==> src/logic/srs_pkg.sv <==
package srs_pkg;

  ////////////////////////////////////////////////////////////////////////////////
  // Clock and timing
  localparam int CLK_MHZ = 250;
  localparam int POR_DELAY_MS = 60;
  localparam int POR_DELAY_CYCLES = POR_DELAY_MS * CLK_MHZ * 1000;
  localparam int WARM_HOLD_CYCLES = 16;
  localparam int CNT_W = 24;

  ////////////////////////////////////////////////////////////////////////////////
  // Widths and reset values
  localparam int GPIO_N = 9;
  localparam int SYNC_W = 3;
  localparam logic [GPIO_N-1:0] GPIO_ALL_HIZ = 9'h1ff;
  localparam logic RST_ON_N = 1'b0;
  localparam logic RST_OFF_N = 1'b1;
  localparam logic FLAG_OFF = 1'b0;
  localparam logic FLAG_ON = 1'b1;

  ////////////////////////////////////////////////////////////////////////////////
  // State machines
  typedef enum {
    SYS_POR_HOLD,
    SYS_PLL_SETTLE,
    SYS_WARM_HOLD,
    SYS_RUN
  } srs_sys_state_t;

  typedef enum {
    BU_HELD,
    BU_GEN_READY,
    BU_PLL_STARTING,
    BU_PLL_LOCKED,
    BU_RATES_SET,
    BU_CLOCKS_RUN,
    BU_DONE
  } srs_bu_state_t;

endpackage

==> src/logic/srs_sync.sv <==
`timescale 1ns/100ps
module srs_sync #(
  parameter int W = 3
) (
  input wire logic i_clk,
  input wire logic i_rst_n,
  input wire logic [W-1:0] i_async,
  output logic [W-1:0] o_sync
);

  logic [W-1:0] meta_r;

  // Two-stage synchroniser, first stage read only by the second
  genvar g;
  generate
    for (g = 0; g < W; g++) begin : g_bit
      always_ff @(posedge i_clk or negedge i_rst_n) begin
        if (!i_rst_n) begin
          meta_r[g] <= 1'b0;
          o_sync[g] <= 1'b0;
        end else begin
          meta_r[g] <= i_async[g];
          o_sync[g] <= meta_r[g];
        end
      end
    end
  endgenerate

endmodule // srs_sync

==> src/logic/srs_reset_sequencer.sv <==
`timescale 1ns/100ps
module srs_reset_sequencer #(
  parameter int P_POR_DELAY_CYCLES = srs_pkg::POR_DELAY_CYCLES
) (
  input wire logic I_CLK,
  input wire logic I_RST_N,
  input wire logic I_POWER_ON_SENSE,
  input wire logic I_SUPPLY_WARNING_N,
  input wire logic I_WDOG_TIMEOUT,
  input wire logic I_DISPLAY_LINK_PLL_LOCK,
  input wire logic I_FW_GEN_PROGRAMMED,
  input wire logic I_FW_PLL_ENABLE,
  input wire logic I_FW_RATE_SET,
  input wire logic I_FW_DIV_RELEASE,
  input wire logic I_FW_EXT_RELEASE,
  input wire logic I_FW_LINK_IO_RELEASE,
  input wire logic [srs_pkg::GPIO_N-1:0] I_FW_GPIO_OE_N,
  output logic O_PRIMARY_PLL_RESET_N,
  output logic O_PRIMARY_CLKS_EN,
  output logic O_NORMAL_POWER_MODE,
  output logic O_CPU_RESET_N,
  output logic O_PERIPH_RESET_N,
  output logic O_CPU_CLK_FULL_RATE,
  output logic O_BOOT_FROM_FLASH,
  output logic O_BOOT_START,
  output logic [srs_pkg::GPIO_N-1:0] O_GPIO_OE_N,
  output logic O_DISPLAY_LINK_PLL_PWRDN,
  output logic O_LINK_DIV_RESET_N,
  output logic O_LINK_CLKS_EN,
  output logic O_LINK_PLL_LOCKED,
  output logic O_LINK_IO_PWRDN,
  output logic O_LINK_IO_OE_N,
  output logic O_LINK_IO_RESET_N,
  output logic O_EXT_RESET_N,
  output logic O_SEQ_ERROR
);
  import srs_pkg::*;

  localparam logic [CNT_W-1:0] POR_LAST = CNT_W'(P_POR_DELAY_CYCLES - 1);
  localparam logic [CNT_W-1:0] WARM_LAST = CNT_W'(WARM_HOLD_CYCLES - 1);
  logic [SYNC_W-1:0] pin_sync;
  logic pos_s;
  logic pgood_s;
  logic lock_s;
  logic warn;
  srs_sys_state_t sys_r;
  srs_sys_state_t sys_nxt;
  srs_bu_state_t bu_r;
  srs_bu_state_t bu_nxt;
  logic [CNT_W-1:0] cnt_r;
  logic fw_cmd_any;
  logic seq_err_nxt;
  logic io_rel_r;

  // True while the processor is out of reset
  function automatic logic sys_running(input srs_sys_state_t s);
    return (s == SYS_RUN);
  endfunction

  ////////////////////////////////////////////////////////////////////////////////
  // Pin synchronisers
  srs_sync #(
    .W(SYNC_W)
  ) u_sync (
    .i_clk(I_CLK),
    .i_rst_n(I_RST_N),
    .i_async({I_DISPLAY_LINK_PLL_LOCK, I_SUPPLY_WARNING_N, I_POWER_ON_SENSE}),
    .o_sync(pin_sync)
  );

  assign {lock_s, pgood_s, pos_s} = pin_sync;
  assign warn = !pgood_s;

  ////////////////////////////////////////////////////////////////////////////////
  // System reset state machine
  always_comb begin
    sys_nxt = sys_r;
    if (!pos_s) begin
      sys_nxt = SYS_POR_HOLD;
    end else begin
      case (sys_r)
        SYS_POR_HOLD: sys_nxt = SYS_PLL_SETTLE;
        SYS_PLL_SETTLE: if (cnt_r == POR_LAST) sys_nxt = SYS_RUN;
        SYS_WARM_HOLD: if (!warn && cnt_r == WARM_LAST) sys_nxt = SYS_RUN;
        SYS_RUN: if (warn || I_WDOG_TIMEOUT) sys_nxt = SYS_WARM_HOLD;
        default: sys_nxt = SYS_POR_HOLD;
      endcase
    end
  end

  // State register
  always_ff @(posedge I_CLK or negedge I_RST_N) begin
    if (!I_RST_N) begin
      sys_r <= SYS_POR_HOLD;
    end else begin
      sys_r <= sys_nxt;
    end
  end

  // Hold-time counter, restarted on every state change and while warned in warm hold
  always_ff @(posedge I_CLK or negedge I_RST_N) begin
    if (!I_RST_N) begin
      cnt_r <= '0;
    end else if (sys_nxt != sys_r || sys_r == SYS_RUN || sys_r == SYS_POR_HOLD ||
                 (sys_r == SYS_WARM_HOLD && warn)) begin
      cnt_r <= '0;
    end else begin
      cnt_r <= cnt_r + 1'b1;
    end
  end

  ////////////////////////////////////////////////////////////////////////////////
  // Processor-domain outputs
  always_ff @(posedge I_CLK or negedge I_RST_N) begin
    if (!I_RST_N) begin
      O_PRIMARY_PLL_RESET_N <= RST_ON_N;
      O_PRIMARY_CLKS_EN <= FLAG_OFF;
      O_NORMAL_POWER_MODE <= FLAG_OFF;
      O_CPU_RESET_N <= RST_ON_N;
      O_PERIPH_RESET_N <= RST_ON_N;
      O_CPU_CLK_FULL_RATE <= FLAG_ON;
      O_BOOT_FROM_FLASH <= FLAG_ON;
      O_BOOT_START <= FLAG_OFF;
    end else begin
      O_PRIMARY_PLL_RESET_N <= (sys_nxt != SYS_POR_HOLD);
      O_PRIMARY_CLKS_EN <= (sys_nxt == SYS_RUN || sys_nxt == SYS_WARM_HOLD);
      O_NORMAL_POWER_MODE <= (sys_nxt != SYS_POR_HOLD);
      O_CPU_RESET_N <= sys_running(sys_nxt);
      O_PERIPH_RESET_N <= sys_running(sys_nxt);
      O_CPU_CLK_FULL_RATE <= FLAG_ON;
      O_BOOT_FROM_FLASH <= FLAG_ON;
      O_BOOT_START <= sys_running(sys_nxt) && !sys_running(sys_r);
    end
  end

  // GPIO held tristate until the processor runs
  always_ff @(posedge I_CLK or negedge I_RST_N) begin
    if (!I_RST_N) begin
      O_GPIO_OE_N <= GPIO_ALL_HIZ;
    end else if (!sys_running(sys_nxt)) begin
      O_GPIO_OE_N <= GPIO_ALL_HIZ;
    end else begin
      O_GPIO_OE_N <= I_FW_GPIO_OE_N;
    end
  end

  ////////////////////////////////////////////////////////////////////////////////
  // Display link bring-up state machine
  assign fw_cmd_any = I_FW_GEN_PROGRAMMED | I_FW_PLL_ENABLE | I_FW_RATE_SET |
                      I_FW_DIV_RELEASE | I_FW_EXT_RELEASE;

  always_comb begin
    bu_nxt = bu_r;
    seq_err_nxt = 1'b0;
    // Drop back on the very edge a system reset is entered, with the processor reset
    if (!sys_running(sys_r) || !sys_running(sys_nxt)) begin
      bu_nxt = BU_HELD;
    end else begin
      case (bu_r)
        BU_HELD: if (I_FW_GEN_PROGRAMMED) bu_nxt = BU_GEN_READY;
        BU_GEN_READY: if (I_FW_PLL_ENABLE) bu_nxt = BU_PLL_STARTING;
        BU_PLL_STARTING: if (lock_s) bu_nxt = BU_PLL_LOCKED;
        BU_PLL_LOCKED: begin
          if (!lock_s) begin
            bu_nxt = BU_PLL_STARTING;
          end else if (I_FW_RATE_SET) begin
            bu_nxt = BU_RATES_SET;
          end
        end
        BU_RATES_SET: begin
          if (!lock_s) begin
            bu_nxt = BU_PLL_STARTING;
          end else if (I_FW_DIV_RELEASE) begin
            bu_nxt = BU_CLOCKS_RUN;
          end
        end
        BU_CLOCKS_RUN: if (I_FW_EXT_RELEASE) bu_nxt = BU_DONE;
        BU_DONE: bu_nxt = BU_DONE;
        default: bu_nxt = BU_HELD;
      endcase
      // A command that moved nothing came out of order and is dropped
      seq_err_nxt = fw_cmd_any && (bu_nxt == bu_r);
    end
  end

  // Bring-up state register
  always_ff @(posedge I_CLK or negedge I_RST_N) begin
    if (!I_RST_N) begin
      bu_r <= BU_HELD;
    end else begin
      bu_r <= bu_nxt;
    end
  end

  // Link clocking outputs decoded from the next bring-up state
  always_ff @(posedge I_CLK or negedge I_RST_N) begin
    if (!I_RST_N) begin
      O_DISPLAY_LINK_PLL_PWRDN <= FLAG_ON;
      O_LINK_DIV_RESET_N <= RST_ON_N;
      O_LINK_CLKS_EN <= FLAG_OFF;
      O_EXT_RESET_N <= RST_ON_N;
      O_SEQ_ERROR <= FLAG_OFF;
    end else begin
      O_DISPLAY_LINK_PLL_PWRDN <= (bu_nxt == BU_HELD || bu_nxt == BU_GEN_READY);
      O_LINK_DIV_RESET_N <= (bu_nxt == BU_CLOCKS_RUN || bu_nxt == BU_DONE);
      O_LINK_CLKS_EN <= (bu_nxt == BU_CLOCKS_RUN || bu_nxt == BU_DONE);
      O_EXT_RESET_N <= (bu_nxt == BU_DONE);
      O_SEQ_ERROR <= seq_err_nxt;
    end
  end

  // Lock is only reported the cycle after it is seen while the link PLL is powered
  always_ff @(posedge I_CLK or negedge I_RST_N) begin
    if (!I_RST_N) begin
      O_LINK_PLL_LOCKED <= FLAG_OFF;
    end else begin
      O_LINK_PLL_LOCKED <= lock_s && !O_DISPLAY_LINK_PLL_PWRDN;
    end
  end

  ////////////////////////////////////////////////////////////////////////////////
  // Link I/O release, firmware decides when attached power is back
  always_ff @(posedge I_CLK or negedge I_RST_N) begin
    if (!I_RST_N) begin
      io_rel_r <= FLAG_OFF;
    end else if (!sys_running(sys_nxt)) begin
      io_rel_r <= FLAG_OFF;
    end else if (I_FW_LINK_IO_RELEASE) begin
      io_rel_r <= FLAG_ON;
    end
  end

  assign O_LINK_IO_RESET_N = io_rel_r;
  assign O_LINK_IO_PWRDN = !io_rel_r;
  assign O_LINK_IO_OE_N = !io_rel_r;
endmodule // srs_reset_sequencer

==> config.mk <==
export PLATFORM = sky130hd
export DESIGN_NAME = srs_reset_sequencer
export DESIGN_NICKNAME = d
export VERILOG_FILES = /design/src/logic/srs_pkg.sv /design/src/logic/srs_sync.sv /design/src/logic/srs_reset_sequencer.sv
export SDC_FILE = /design/constraint.sdc
export NUM_CORES = 1
export LEC_CHECK = 0
export BUFFER_PORTS_ARGS = -buffer_cell sky130_fd_sc_hd__buf_4
export CORE_ASPECT_RATIO = 0.7
export CORE_UTILIZATION = 50
export DETAILED_ROUTE_END_ITERATION = 8
export PLACE_DENSITY = 0.71
export SLEW_MARGIN = 20
export SYNTH_ARGS = -nofsm -noshare
export SYNTH_HDL_FRONTEND = slang
export SYNTH_HIERARCHICAL = 1
export SYNTH_SLANG_ARGS = --single-unit
==> constraint.sdc <==
create_clock -name I_CLK -period 3.3 [get_ports I_CLK]
set_input_delay 0.33 -clock I_CLK [delete_from_list [all_inputs] [get_ports I_CLK]]
set_output_delay 0.33 -clock I_CLK [all_outputs]
set_load 0.05 [all_outputs]
==> impl_results.md <==
* Clock Skew at 0.00863 ns
* Yosys Warn Count at 6
* Yosys reg bits at 113
* Area Overhead vs Synth at 30.6%
* Fin util at 0.676
* Hold slack at between 0.02 and 0.03 ns
* Die width at 110 um
* Worst R2R End: cnt_r[20]
* Avg Inst Size Synth at 13.0 um^2
* RePlAce Congestion at 0.828
* Leak pwr at between 2 and 2.5 nW
* Buffers on Ports at 44
* Multi-input gate area at ~1400 um^2
* Hold Path End: u_sync/meta_r[0]
* Pwr dens at 639 nW/um^2
* Die ar. at 8560 um^2
* R2r startpoint: cnt_r[0]
* Hold WC Path Type: in2reg
* Initial core utilization at 0.518
* Total CTS buffers at 17
* Peak supply drop at between 400 and 500 uV
* I/O pin count at 47
* Hold Path Origin: I_POWER_ON_SENSE
* Die height at 77.7 um
* Fin Setup TNS at 0 ns
* DP Wirelength at 4660 um
* Setup-failing EPs final at 0
* Wire length per cell at roughly 13 um
* Share of layout cells above drive strength 1 at 0.205
* Crit path capture type: register
* RSZ-0062 raised after global routing: no
* Fill cells at about 590
* CTS root buffer: clkbuf_16
* Worst-path clk slew at 0.05 ns
* Seq/Total Area, Yosys at 0.694
* Site row count at 27
* DRT Pass-1 Iters at 4
* Sequential Area at 2840 um^2
* Via count at 2616
* Total of max-cap violations at 0
* WL met2 at between 3000 and 4000 um
* Worst Path Max Fanout at 14
* Overflow left after global routing at 0
* Cell total after placement at about 510
* DR WL met3 at 400 um
* Crit path max-delay cell type: o2111ai_1
* Detail Route Antenna Nets at 0
* Clock Latency Late Sink at 0.41 ns
* Unique masters post-synth at 44
* Slew Viols, Final at 0
* First-pass GRT wire length at 12500 um
* CTS Buffer Depth at 2
* Max Freq at roughly 430 MHz
* Vias per cell at 4.84
* Final period util at 0.697
* Largest net degree at the start of global routing at 66
* Post-route DRC violation count at 0
* Status: finished clean
* CTS tree: built
* Reg2reg path depth at 6
* CP cell instances: ha_1 -> and3_1 -> nand4_1 -> o2111ai_1 -> buf_4 -> nor2_1
* DR top layer: met4
* Setup CP Type: reg2reg
* WHS Path Cells at 1
* Critical Path AT at approximately 2.6 ns
* Wl on met1 at 3440 um
* CP startpoint kind: register
* Flop2flop setup slack at 1.0 ns
* N_diodes at 0
* Slew headroom at 0.497
* Initial antenna violation count at 0
* Clk sinks at roughly 110
* Worst path max stage delay at 0.63 ns
* Core Area at 7910 um^2
* Fin crit period at 2.30 ns
* Total track usage at 0.201
* Required time of the critical path at 3.59 ns
* Post-synthesis cell count at 315
* Cell Count, Final, Fillers Out at 540
* Slew @ Worst Pin at 0.748 ns
* Final Hold Viols at 0
* CTS resizes at 0
* CTS H-tree lvls at 4
* Cell Area, Synth at a little over 4000 um^2
* Nets at roughly 450
* DRT iter0 DRCs at 152
* Vias in the first global route at ~2.6k
* Final WL at 7250 um
* Tot Pwr at 3.42 mW
==> cells by family (layout without fill, tap and decap cells) <==
kind of cell | count (synthesis) | count (layout) | synth area share
and+or+nand+nor | 129 | 129 | 0.174
DFF | 113 | 113 | 0.694
AOI/OAI and AO/OA | 27 | 27 | 0.0510
xor gates and xnor gates | 22 | 22 | 0.0471
buffers and inverters | 20 | 85 | 0.0269
other | 2 | 61 | 0.00183
adders and majority gates | 1 | 1 | 0.00306
muxes | 1 | 1 | 0.00245
==> sequential cells by signal, summed over array words and instances, names as in the netlist <==
register / count
O_BOOT_START: 1
O_DISPLAY_LINK_PLL_PWRDN: 1
O_EXT_RESET_N: 1
O_GPIO_OE_N: 9
O_LINK_CLKS_EN: 1
O_LINK_IO_RESET_N: 1
O_LINK_PLL_LOCKED: 1
O_NORMAL_POWER_MODE: 1
O_PERIPH_RESET_N: 1
O_PRIMARY_CLKS_EN: 1
O_SEQ_ERROR: 1
bu_r: 32
cnt_r: 24
sys_r: 32
u_sync/meta_r: 3
u_sync/o_sync: 3
==> worst max-delay path by stage <==
stage	from	to	cells after the start
detailed placement	cnt_r[0]	cnt_r[20]	6
finish	cnt_r[0]	cnt_r[20]	6
CTS	sys_r[1]	cnt_r[20]	5
global placement	sys_r[1]	cnt_r[11]	5
floorplan	sys_r[1]	O_SEQ_ERROR	5
global route	cnt_r[0]	cnt_r[13]	6
==> synth_stat cells <==
master,n,area [um^2]
a2111oi_2,1,15.0
a211oi_1,1,7.51
a21o_1,2,15.0
a21oi_1,8,40.0
a21oi_4,1,16.3
a2bb2oi_1,1,8.76
and2_1,2,12.5
and3_1,8,50.1
and4_1,3,26.3
buf_2,2,10.0
buf_4,6,45.0
buf_6,1,11.3
clkbuf_1,3,11.3
clkbuf_2,2,10.0
conb_1,2,7.51
dfrtp_1,103,2580
dfstp_2,10,263
ha_1,1,12.5
inv_1,6,22.5
mux2i_1,1,10.0
nand2_1,6,22.5
nand2b_1,12,75.1
nand3_1,12,60.1
nand3b_1,2,15.0
nand4_1,11,68.8
nand4b_1,2,17.5
nor2_1,35,131
nor2b_1,3,18.8
nor3_1,7,35.0
nor3b_1,3,22.5
nor4_1,18,113
nor4_2,1,12.5
o2111ai_1,1,8.76
o2111ai_4,1,26.3
o21a_1,3,22.5
o21a_2,1,8.76
o21ai_0,5,25.0
o22ai_1,1,6.26
o2bb2ai_1,1,8.76
or3_1,2,12.5
or4_1,1,7.51
or4_4,1,11.3
xnor2_1,10,87.6
xor2_1,12,105
==> where the power goes <==
part / switching, mW / internal [mW]
sequential: 0.0138 / 1.43
combinational: 0.0486 / 0.0254
clock: 0.599 / 1.30
==> layout by cell type, fill, tap and decap left out, types with 5 or more instances in the layout <==
master and n:
nand4_1 11, dfstp_2 10, nand2b_1 12, nand3_1 12, nor3_1 7, dfrtp_1 103
nor4_1 18, buf_4 45, clkbuf_16 17, and3_1 8, a21oi_1 8, inv_1 6
o21ai_0 5, nor2_1 35, xor2_1 12, conb_1 61, nand2_1 6, xnor2_1 10
==> routing by layer <==
| layer | global-route usage | vias up |
|---|---|---|
| li1 | - | 1254 |
| met2 | 0.286 | 90 |
| met5 | 0 | - |
| met1 | 0.283 | 1260 |
| met3 | 0.0790 | 12 |
| met4 | 0.0618 | 0 |
==> final cells by class <==
cell class,count,share of cell area
Clock buffer,23,0.0875
Clock inverter,9,0.0295
Inverter,6,0.00421
Multi-Input combinational cell,241,0.255
Sequential cell,113,0.531
Tap cell,101,0.0236
Timing Repair Buffer,47,0.0688
==> stage by stage <==
stage / worst slack, ns / area (um^2)
2_1_floorplan: 1.49 / 4320
3_3_place_gp: 1.11 / 4710
3_5_place_dp: 1.01 / 4710
4_1_cts: 1.02 / 5350
5_1_grt: 0.766 / 5350
6_report: 0.999 / 5350
==> worst max-delay path: cells and delay by family (launching register included) <==
family                     cells  cell delay, ns
and+or+nand+nor                3            0.63
AOI/OAI and AO/OA              1            0.63
DFF                            1            0.39
buffers and inverters          1            0.32
adders and majority gates      1            0.21
==> timing repair <==
item	in CTS	in global routing
hold buffers	1	0
endpoints found under the setup margin	0	0
hold endpoints to repair	41	0
buffers inserted	0	0
No activity file was read; power rests on OpenSTA's default activity.
